--- src/hdl/hspc_pkg.sv ---
// Package of offsets, field layouts and reset values for the hub config bank
package hspc_pkg;
    // ----------------------------------------
    // Byte locations
    // ----------------------------------------
    localparam logic [7:0] PRODUCT_FIRST = 8'h54;
    localparam logic [7:0] PRODUCT_LAST = 8'h91;
    localparam logic [7:0] SERIAL_FIRST = 8'h92;
    localparam logic [7:0] SERIAL_LAST = 8'hcf;
    localparam logic [7:0] CHARGING_ENABLE_OFS = 8'hd0;
    localparam logic [7:0] UPSTREAM_BOOST_OFS = 8'hf6;
    localparam logic [7:0] DOWNSTREAM_BOOST_OFS = 8'hf8;
    localparam logic [7:0] PAIR_SWAP_OFS = 8'hfa;

    // ----------------------------------------
    // String storage
    // ----------------------------------------
    localparam int STRING_MAX_CHARS = 31;
    localparam int STRING_BYTES = 2 * STRING_MAX_CHARS;
    localparam int STORE_BYTES = 2 * STRING_BYTES;
    localparam int STORE_AW = 7;

    // ----------------------------------------
    // Field layouts
    // ----------------------------------------
    localparam int NUM_DOWN_PORTS = 4;
    localparam logic [7:0] CHARGING_ENABLE_MASK = 8'h1e;
    localparam logic [7:0] UPSTREAM_BOOST_MASK = 8'h03;
    localparam logic [7:0] DOWNSTREAM_BOOST_MASK = 8'hff;
    localparam logic [7:0] PAIR_SWAP_MASK = 8'h1f;
    localparam int BOOST_W = 2;
    localparam int SWAP_UP_BIT = 0;

    // ----------------------------------------
    // Boost levels and reset values
    // ----------------------------------------
    typedef enum logic [1:0] {
        HSPC_BOOST_NONE = 2'h0,
        HSPC_BOOST_LOW = 2'h1,
        HSPC_BOOST_MEDIUM = 2'h2,
        HSPC_BOOST_HIGH = 2'h3
    } hspc_boost_t;

    localparam logic [7:0] CHARGING_ENABLE_RST = 8'h00;
    localparam logic [7:0] UPSTREAM_BOOST_RST = 8'h00;
    localparam logic [7:0] DOWNSTREAM_BOOST_RST = 8'h00;
    localparam logic [7:0] PAIR_SWAP_RST = 8'h00;
endpackage : hspc_pkg

--- src/hdl/hspc_store_if.sv ---
// Interface between the config bank and its string byte store
`timescale 1ns/1ns
`default_nettype none
interface hspc_store_if;
    logic wr_en;
    logic [hspc_pkg::STORE_AW-1:0] wr_addr;
    logic [7:0] wr_data;
    logic [hspc_pkg::STORE_AW-1:0] rd_addr;
    logic [7:0] rd_data;

    modport ctrl (output wr_en, output wr_addr, output wr_data, output rd_addr,
        input rd_data);
    modport store (input wr_en, input wr_addr, input wr_data, input rd_addr,
        output rd_data);
endinterface : hspc_store_if
`default_nettype wire

--- src/hdl/hspc_config_bank.sv ---
// Hub string storage, charging enables, drive boost and pair swap bank
//
// Notes on behaviour
// - Product string bytes live at 0x54 through 0x91.
// - Serial string bytes live at 0x92 through 0xcf.
// - Each character is UTF-16LE: low byte first, high byte at next address.
// - Each string holds at most 31 characters, 62 bytes.
// - Charging enable bits 1 to 4 govern downstream ports 1 to 4; rest reserved.
// - Upstream boost is bits 1:0, levels none, low, medium, high.
// - Downstream boost byte holds ports 4..1 in 2-bit fields, same levels.
// - Swap bit 0 is upstream, bits 1 to 4 downstream ports 1 to 4.
// - Swap bit 0 keeps D+ on positive pin; 1 moves D+ to negative pin.
`timescale 1ns/1ns
`default_nettype none
module hspc_config_bank (
    // Clock and reset
    input wire logic sys_clk_in,
    input wire logic rst_in,
    // Configuration byte port
    input wire logic cfg_wr_en_in,
    input wire logic cfg_rd_en_in,
    input wire logic [7:0] cfg_addr_in,
    input wire logic [7:0] cfg_wr_data_in,
    output logic [7:0] cfg_rd_data_out,
    output logic cfg_rd_valid_out,
    // Core line signals, index 0 upstream, 1..4 downstream
    input wire logic [4:0] core_dplus_in,
    input wire logic [4:0] core_dminus_in,
    // Pins
    output logic upstream_positive_pin_out,
    output logic upstream_negative_pin_out,
    output logic [3:0] downstream_positive_pins_out,
    output logic [3:0] downstream_negative_pins_out,
    // Port controls
    output logic [3:0] port_charging_enable_out,
    output hspc_pkg::hspc_boost_t upstream_boost_level_out,
    output hspc_pkg::hspc_boost_t port1_boost_level_out,
    output hspc_pkg::hspc_boost_t port2_boost_level_out,
    output hspc_pkg::hspc_boost_t port3_boost_level_out,
    output hspc_pkg::hspc_boost_t port4_boost_level_out
);
    // ----------------------------------------
    // Decode helpers
    // ----------------------------------------
    function automatic logic in_strings(input logic [7:0] a);
        in_strings = (a >= hspc_pkg::PRODUCT_FIRST) && (a <= hspc_pkg::SERIAL_LAST);
    endfunction : in_strings

    // Product first, serial straight after, so one offset covers both
    function automatic logic [hspc_pkg::STORE_AW-1:0] store_index(input logic [7:0] a);
        logic [7:0] d;
        d = a - hspc_pkg::PRODUCT_FIRST;
        store_index = d[hspc_pkg::STORE_AW-1:0];
    endfunction : store_index

    // Strobe for one control byte location
    function automatic logic wr_hit(input logic en, input logic [7:0] a, input logic [7:0] ofs);
        wr_hit = en && (a == ofs);
    endfunction : wr_hit

    // One 2-bit level out of a packed boost byte, field 0 in bits 1:0
    function automatic hspc_pkg::hspc_boost_t boost_field(input logic [7:0] b, input int idx);
        logic [1:0] f;
        f = b[idx * hspc_pkg::BOOST_W +: hspc_pkg::BOOST_W];
        boost_field = hspc_pkg::hspc_boost_t'(f);
    endfunction : boost_field

    hspc_store_if store_bus ();

    // No reset on the store: bytes are unknown until the source writes them
    hspc_string_store u_hspc_string_store (
        .sys_clk_in(sys_clk_in),
        .port(store_bus.store)
    );

    logic [7:0] charging_enable_per_port;
    logic [7:0] upstream_drive_boost;
    logic [7:0] downstream_drive_boost;
    logic [7:0] differential_pair_swap;
    logic rd_pending;
    logic rd_from_store;
    logic [7:0] rd_reg_value;

    // ----------------------------------------
    // String bytes
    // ----------------------------------------
    // Bytes stored exactly as written; UTF-16LE order is kept by address alone
    assign store_bus.wr_en = cfg_wr_en_in && in_strings(cfg_addr_in);
    assign store_bus.wr_addr = store_index(cfg_addr_in);
    assign store_bus.wr_data = cfg_wr_data_in;
    // Parked at zero off the strings, so the store never reads past its end
    assign store_bus.rd_addr = in_strings(cfg_addr_in) ? store_index(cfg_addr_in) : 7'h00;

    // ----------------------------------------
    // Control registers
    // ----------------------------------------
    // Reserved bits are dropped on write so they always read back as zero
    always_ff @(posedge sys_clk_in) begin
        if (rst_in) begin
            charging_enable_per_port <= hspc_pkg::CHARGING_ENABLE_RST;
        end else if (wr_hit(cfg_wr_en_in, cfg_addr_in, hspc_pkg::CHARGING_ENABLE_OFS)) begin
            charging_enable_per_port <= cfg_wr_data_in & hspc_pkg::CHARGING_ENABLE_MASK;
        end
    end

    always_ff @(posedge sys_clk_in) begin
        if (rst_in) begin
            upstream_drive_boost <= hspc_pkg::UPSTREAM_BOOST_RST;
        end else if (wr_hit(cfg_wr_en_in, cfg_addr_in, hspc_pkg::UPSTREAM_BOOST_OFS)) begin
            upstream_drive_boost <= cfg_wr_data_in & hspc_pkg::UPSTREAM_BOOST_MASK;
        end
    end

    always_ff @(posedge sys_clk_in) begin
        if (rst_in) begin
            downstream_drive_boost <= hspc_pkg::DOWNSTREAM_BOOST_RST;
        end else if (wr_hit(cfg_wr_en_in, cfg_addr_in, hspc_pkg::DOWNSTREAM_BOOST_OFS)) begin
            downstream_drive_boost <= cfg_wr_data_in & hspc_pkg::DOWNSTREAM_BOOST_MASK;
        end
    end

    always_ff @(posedge sys_clk_in) begin
        if (rst_in) begin
            differential_pair_swap <= hspc_pkg::PAIR_SWAP_RST;
        end else if (wr_hit(cfg_wr_en_in, cfg_addr_in, hspc_pkg::PAIR_SWAP_OFS)) begin
            differential_pair_swap <= cfg_wr_data_in & hspc_pkg::PAIR_SWAP_MASK;
        end
    end

    // ----------------------------------------
    // Read path
    // ----------------------------------------
    // Two cycles so store data and register data leave through the same flop
    always_ff @(posedge sys_clk_in) begin
        if (rst_in) begin
            rd_pending <= 1'b0;
            rd_from_store <= 1'b0;
            rd_reg_value <= 8'h00;
        end else begin
            rd_pending <= cfg_rd_en_in;
            rd_from_store <= in_strings(cfg_addr_in);
            case (cfg_addr_in)
                hspc_pkg::CHARGING_ENABLE_OFS: rd_reg_value <= charging_enable_per_port;
                hspc_pkg::UPSTREAM_BOOST_OFS: rd_reg_value <= upstream_drive_boost;
                hspc_pkg::DOWNSTREAM_BOOST_OFS: rd_reg_value <= downstream_drive_boost;
                hspc_pkg::PAIR_SWAP_OFS: rd_reg_value <= differential_pair_swap;
                default: rd_reg_value <= 8'h00;
            endcase
        end
    end

    always_ff @(posedge sys_clk_in) begin
        if (rst_in) begin
            cfg_rd_valid_out <= 1'b0;
            cfg_rd_data_out <= 8'h00;
        end else begin
            cfg_rd_valid_out <= rd_pending;
            if (rd_pending) begin
                cfg_rd_data_out <= rd_from_store ? store_bus.rd_data : rd_reg_value;
            end
        end
    end

    // ----------------------------------------
    // Port controls
    // ----------------------------------------
    // Extra flop stage, so port controls lag a register write by one edge
    always_ff @(posedge sys_clk_in) begin
        if (rst_in) begin
            port_charging_enable_out <= 4'h0;
            upstream_boost_level_out <= hspc_pkg::HSPC_BOOST_NONE;
            port1_boost_level_out <= hspc_pkg::HSPC_BOOST_NONE;
            port2_boost_level_out <= hspc_pkg::HSPC_BOOST_NONE;
            port3_boost_level_out <= hspc_pkg::HSPC_BOOST_NONE;
            port4_boost_level_out <= hspc_pkg::HSPC_BOOST_NONE;
        end else begin
            port_charging_enable_out <= charging_enable_per_port[4:1];
            upstream_boost_level_out <= boost_field(upstream_drive_boost, 0);
            port1_boost_level_out <= boost_field(downstream_drive_boost, 0);
            port2_boost_level_out <= boost_field(downstream_drive_boost, 1);
            port3_boost_level_out <= boost_field(downstream_drive_boost, 2);
            port4_boost_level_out <= boost_field(downstream_drive_boost, 3);
        end
    end

    // ----------------------------------------
    // Pair swap routing
    // ----------------------------------------
    // Registered, so pins lag the core by one cycle
    always_ff @(posedge sys_clk_in) begin
        if (rst_in) begin
            upstream_positive_pin_out <= 1'b0;
            upstream_negative_pin_out <= 1'b0;
        end else if (differential_pair_swap[hspc_pkg::SWAP_UP_BIT]) begin
            upstream_positive_pin_out <= core_dminus_in[0];
            upstream_negative_pin_out <= core_dplus_in[0];
        end else begin
            upstream_positive_pin_out <= core_dplus_in[0];
            upstream_negative_pin_out <= core_dminus_in[0];
        end
    end

    always_ff @(posedge sys_clk_in) begin
        if (rst_in) begin
            downstream_positive_pins_out <= 4'h0;
            downstream_negative_pins_out <= 4'h0;
        end else begin
            for (int p = 0; p < hspc_pkg::NUM_DOWN_PORTS; p++) begin
                if (differential_pair_swap[p + 1]) begin
                    downstream_positive_pins_out[p] <= core_dminus_in[p + 1];
                    downstream_negative_pins_out[p] <= core_dplus_in[p + 1];
                end else begin
                    downstream_positive_pins_out[p] <= core_dplus_in[p + 1];
                    downstream_negative_pins_out[p] <= core_dminus_in[p + 1];
                end
            end
        end
    end
endmodule : hspc_config_bank
`default_nettype wire

--- src/hdl/hspc_string_store.sv ---
// Byte store holding the product and serial descriptor strings
`timescale 1ns/1ns
`default_nettype none
module hspc_string_store (
    // Clock
    input wire logic sys_clk_in,
    // Access
    hspc_store_if.store port
);
    logic [7:0] mem [hspc_pkg::STORE_BYTES];

    // ----------------------------------------
    // Write and registered read
    // ----------------------------------------
    always_ff @(posedge sys_clk_in) begin
        if (port.wr_en) begin
            mem[port.wr_addr] <= port.wr_data;
        end
    end

    always_ff @(posedge sys_clk_in) begin
        port.rd_data <= mem[port.rd_addr];
    end
endmodule : hspc_string_store
`default_nettype wire

--- config.mk ---
export PLATFORM = sky130hd
export DESIGN_NAME = hspc_config_bank
export DESIGN_NICKNAME = d
export VERILOG_FILES = /design/src/hdl/hspc_pkg.sv /design/src/hdl/hspc_store_if.sv /design/src/hdl/hspc_config_bank.sv /design/src/hdl/hspc_string_store.sv
export SDC_FILE = /design/constraint.sdc
export NUM_CORES = 1
export LEC_CHECK = 0
export BUFFER_PORTS_ARGS = -buffer_cell sky130_fd_sc_hd__buf_2
export CELL_PAD_IN_SITES_DETAIL_PLACEMENT = 0
export CELL_PAD_IN_SITES_GLOBAL_PLACEMENT = 2
export CORE_MARGIN = 1.5
export CORE_UTILIZATION = 45
export CTS_CLUSTER_DIAMETER = 30
export DETAILED_ROUTE_END_ITERATION = 6
export GPL_TIMING_DRIVEN = 0
export PLACE_DENSITY_LB_ADDON = 0.15
export SYNTH_ARGS = -nofsm -noshare
export SYNTH_HDL_FRONTEND = slang
export SYNTH_HIERARCHICAL = 1
export SYNTH_SLANG_ARGS = --single-unit
--- constraint.sdc ---
create_clock -name sys_clk_in -period 3.07 [get_ports sys_clk_in]
set_input_delay 0.1535 -clock sys_clk_in [delete_from_list [all_inputs] [get_ports sys_clk_in]]
set_output_delay 0.1535 -clock sys_clk_in [all_outputs]
set_load 0.02 [all_outputs]
==> flow_summary.ini <==
[floorplanning]
coreArea_sq_mm = 0.0914
pin_count = 63
row_count = 111
die_h_um = 306
design.die.area_sq_mm = 0.0938
die_x_um = 306
start_util_pct = 45.3

[power_and_ir_drop]
p_sw_share_pct = 23.1
p_switching_w = 0.00968
power_frac_comb_pct = 6.6
p_per_area_mw_per_mm2 = 794
cellLeakagePower_nw = 17.2
p_int_w = 0.0323
p_clk_share_pct = 55.3
pwr-share-seq_pct = 38.0
peakVddDrop_mv = 0.591

[run_status]
violations = negative hold slack, negative setup slack
outcome = complete, but fails checks

[route]
routedWlPerCell_um = 35.1
drc = 0
wl_um = 134000
antenna_left = 0
firstDrtPassIters = 5
drt_iter0_drc = 3008
num_vias = 23600
vias_per_cell = 6.16

[placed_design]
port-buffer-count = 61
preCtsSetupSlack_ns = -2.79
hpwl_um = 85200
dp.cells = 3353
gp_congestion = 0.930

[setup_path]
cp_slowest_cell = buf_2
max_stage_delay_ns = 0.45
cp-end-kind = flip-flop
cp-start-kind = input port
crit_arrival_ns = 3.82
critical_path_class = input port to flip-flop
crit_family = buffers and inverters
cp_max_fo = 10
cp_num_buf_inv = 6
critPathRequiredTime_ns = 3.77
path_cells = buf_2 -> clkinvlp_4 -> ha_4 -> nor2b_4 -> o311ai_4 -> buf_4 -> a21oi_1 -> clkbuf_2 -> clkbuf_2 -> buf_2 -> nor3_1 -> nor3_2 -> o2bb2ai_1 -> o21ai_1 -> nand2_1

[cts]
clkLatencyLatePin_ns = 0.80
htreeDepth = 4
cts_made_buffers = 210
root_buffer = clkbuf_16
path_clk_slew_ns = 0.05
cts_tree = yes
clock-sinks = 1062
cts_buffer_depth = 3

[yosys]
synth-seq-cells = 1062
yosys_warnings = 6
synthCells = 2097
avgSynthCellArea_sq_um = 19.7
ys_async_sr_fraction_pct = 0
synth_ff_type = edfxtp_1
netlist_area_sq_mm = 0.0414
yosysSeqAreaShare_pct = 75.4
synth_nets = 2130
ys_types = 73
synth_edf_count = 992

[cells_and_area]
fin_cells = 3826
register_area_sq_mm = 0.0312
layout.nets = 2486
drive_above_1_share_pct = 36.3
multi_input_area_sq_mm = 0.0102
fill_cells = 6788
area_growth_pct = 27.8

[timing]
rsz0062_at_grt = true
finalSetupViolCount = 37
period_minus_slack_ns = 3.12
hold-worst-slack_ns = -0.0218
hold_viol = 1
fmaxAchievable_mhz = 321
worst_pin_slew_ns = 1.16
setup_ws_ns = -0.0484
clock_skew_ns = 0.0197
min_period_over_period_pct = 102
slew_violations = 0
relSlewSlack_pct = 22.3

[run]
drv_cap = 0

[global_route]
grt_pass1_wl_um = 183000
grt.overflow.total = 0
grt_pass1_vias = 23300
grt_util_all_layers_pct = 28.8
antenna_found_initial = 2
grt_max_degree = 87

[hold_path]
min_path_type = input port to flip-flop
-- sequential cells by signal (all words and copies together), names as in the netlist, 2 cells and up --
signal	cells
cfg_rd_data_out	8
charging_enable_per_port	4
differential_pair_swap	5
downstream_drive_boost	8
downstream_negative_pins_out	4
downstream_positive_pins_out	4
port1_boost_level_out	2
port2_boost_level_out	2
port3_boost_level_out	2
port4_boost_level_out	2
port_charging_enable_out	4
rd_reg_value	8
u_hspc_string_store/mem	992
u_hspc_string_store/port.rd_data	8
upstream_boost_level_out	2
upstream_drive_boost	2
-- per-stage QoR --
| step | utilization, % | power (W) | TNS, ns | area [sq um] |
|---|---|---|---|---|
| global placement | 47.2 | 0.0186 | -1075.03 | 43200 |
| global route | 57.9 | 0.0429 | -0.919 | 52900 |
| finish | 57.9 | 0.0420 | -0.687 | 52900 |
| CTS | 57.1 | 0.0420 | -3.00 | 52200 |
| detailed placement | 47.5 | 0.0186 | -1029.95 | 43400 |
| floorplan | - | 0.0174 | 0 | 41400 |
-- cells by family after synthesis --
group | share of synthesized area [%]
AO/OA/AOI/OAI | 3.34
XOR/XNOR | 0.0423
adder cells (fa/ha/maj) | 0.0907
buffers and inverters | 1.73
flip-flops | 75.4
multiplexers | 15.4
AND/OR/NAND/NOR | 4.05
-- synth_stat cells (all sizes together) (3+ instances only) --
| master | number | area share (%) |
|---|---|---|
| edfxtp | 992 | 72 |
| mux4 | 239 | 13 |
| nor2 | 163 | 1.5 |
| mux2i | 89 | 2.2 |
| dfxtp | 70 | 3.4 |
| nand2 | 68 | 0.62 |
| buf | 65 | 1.1 |
| clkbuf | 55 | 0.50 |
| a21oi | 41 | 0.50 |
| nand3 | 36 | 0.44 |
| nor2b | 31 | 0.47 |
| o21ai | 29 | 0.35 |
| a22oi | 27 | 0.49 |
| nor3 | 16 | 0.19 |
| o22ai | 16 | 0.24 |
| nand2b | 14 | 0.21 |
| a211oi | 13 | 0.24 |
| nand4 | 13 | 0.20 |
| inv | 11 | 0.10 |
| o221ai | 9 | 0.19 |
| mux2 | 8 | 0.22 |
| a221oi | 7 | 0.15 |
| a2111oi | 6 | 0.18 |
| a21boi | 5 | 0.091 |
| a21o | 4 | 0.073 |
| a31o | 4 | 0.085 |
| and2 | 4 | 0.060 |
| a22o | 3 | 0.064 |
| and3 | 3 | 0.045 |
| ha | 3 | 0.091 |
| nand4b | 3 | 0.064 |
| nor4b | 3 | 0.064 |
| o31ai | 3 | 0.054 |
| or2 | 3 | 0.045 |
-- metal layers --
metal | vias to the layer above | global-route usage (%) | share of wire (%)
li1 | 9428 | - | -
met1 | 12600 | 38.9 | 39
met2 | 1295 | 45.5 | 48
met3 | 226 | 7.42 | 9.8
met4 | 0 | 10.2 | 3.4
met5 | - | 0.879 | 0
-- layout make-up --
cell class	instances	area share (%)
Clock buffer	237	10.3
Clock inverter	161	3.63
Tap cell	1186	2.81
Buffer	118	2.40
Timing Repair Buffer	146	2.36
Antenna cell	1	0.00473
Inverter	13	0.116
Sequential cell	1062	59.0
Multi-Input combinational cell	902	19.4
-- placed cells by master (no fill, tap or decap), types with 22 or more instances in the layout --
cell type / count
nor2_1: 85
clkbuf_1: 42
mux2i_1: 80
nand2_1: 67
dfxtp_1: 70
nor2b_1: 30
a21oi_1: 36
dlygate4sd3_1: 35
a22oi_1: 26
nor2_4: 31
mux4_2: 239
clkinv_2: 37
buf_2: 62
buf_4: 54
clkbuf_16: 213
nand3_1: 36
edfxtp_1: 992
clkinvlp_4: 35
nor2_2: 47
o21ai_0: 22
bufinv_16: 30
-- power groups by stage --
stage          registers, W  clock network (W)  logic, W
2_1_floorplan        0.0162                  0   0.00114
3_3_place_gp         0.0162                  0   0.00233
3_5_place_dp         0.0162                  0   0.00239
4_1_cts              0.0160             0.0234   0.00260
5_1_grt              0.0159             0.0241   0.00284
6_report             0.0160             0.0232   0.00279
-- final timing paths --
check,endpoint,depth (start not counted),slack (ns),startpoint
max,u_hspc_string_store/port.rd_data[3]$_DFF_P_,15,-0.05,cfg_addr_in[2]
min,rd_from_store$_SDFF_PP0_,3,-0.02,cfg_addr_in[7]
max reg2reg,u_hspc_string_store/port.rd_data[5]$_DFF_P_,6,0.77,u_hspc_string_store/mem[66][5]$_DFFE_PP_
min reg2reg,port4_boost_level_out[0]$_SDFF_PP0_,1,0.48,downstream_drive_boost[6]$_SDFFE_PP0P_
-- timing repair --
item                       4_1_cts  5_1_grt
pin swaps                        8        6
hold buffers                    35        0
hold endpoints to repair       449        0
setup buffers                    9       32
resized for setup              272      110
setup endpoints to repair      656      553
-- worst register-to-register path: stages (launching register included) --
cell	delay, ns
edfxtp_1	0.36
mux4_2	0.46
a22oi_1	0.32
nand2_1	0.18
a221o_1	0.41
a221oi_2	0.31
nor3_4	0.11
Note: power is estimated with default switching activity, not from simulation.
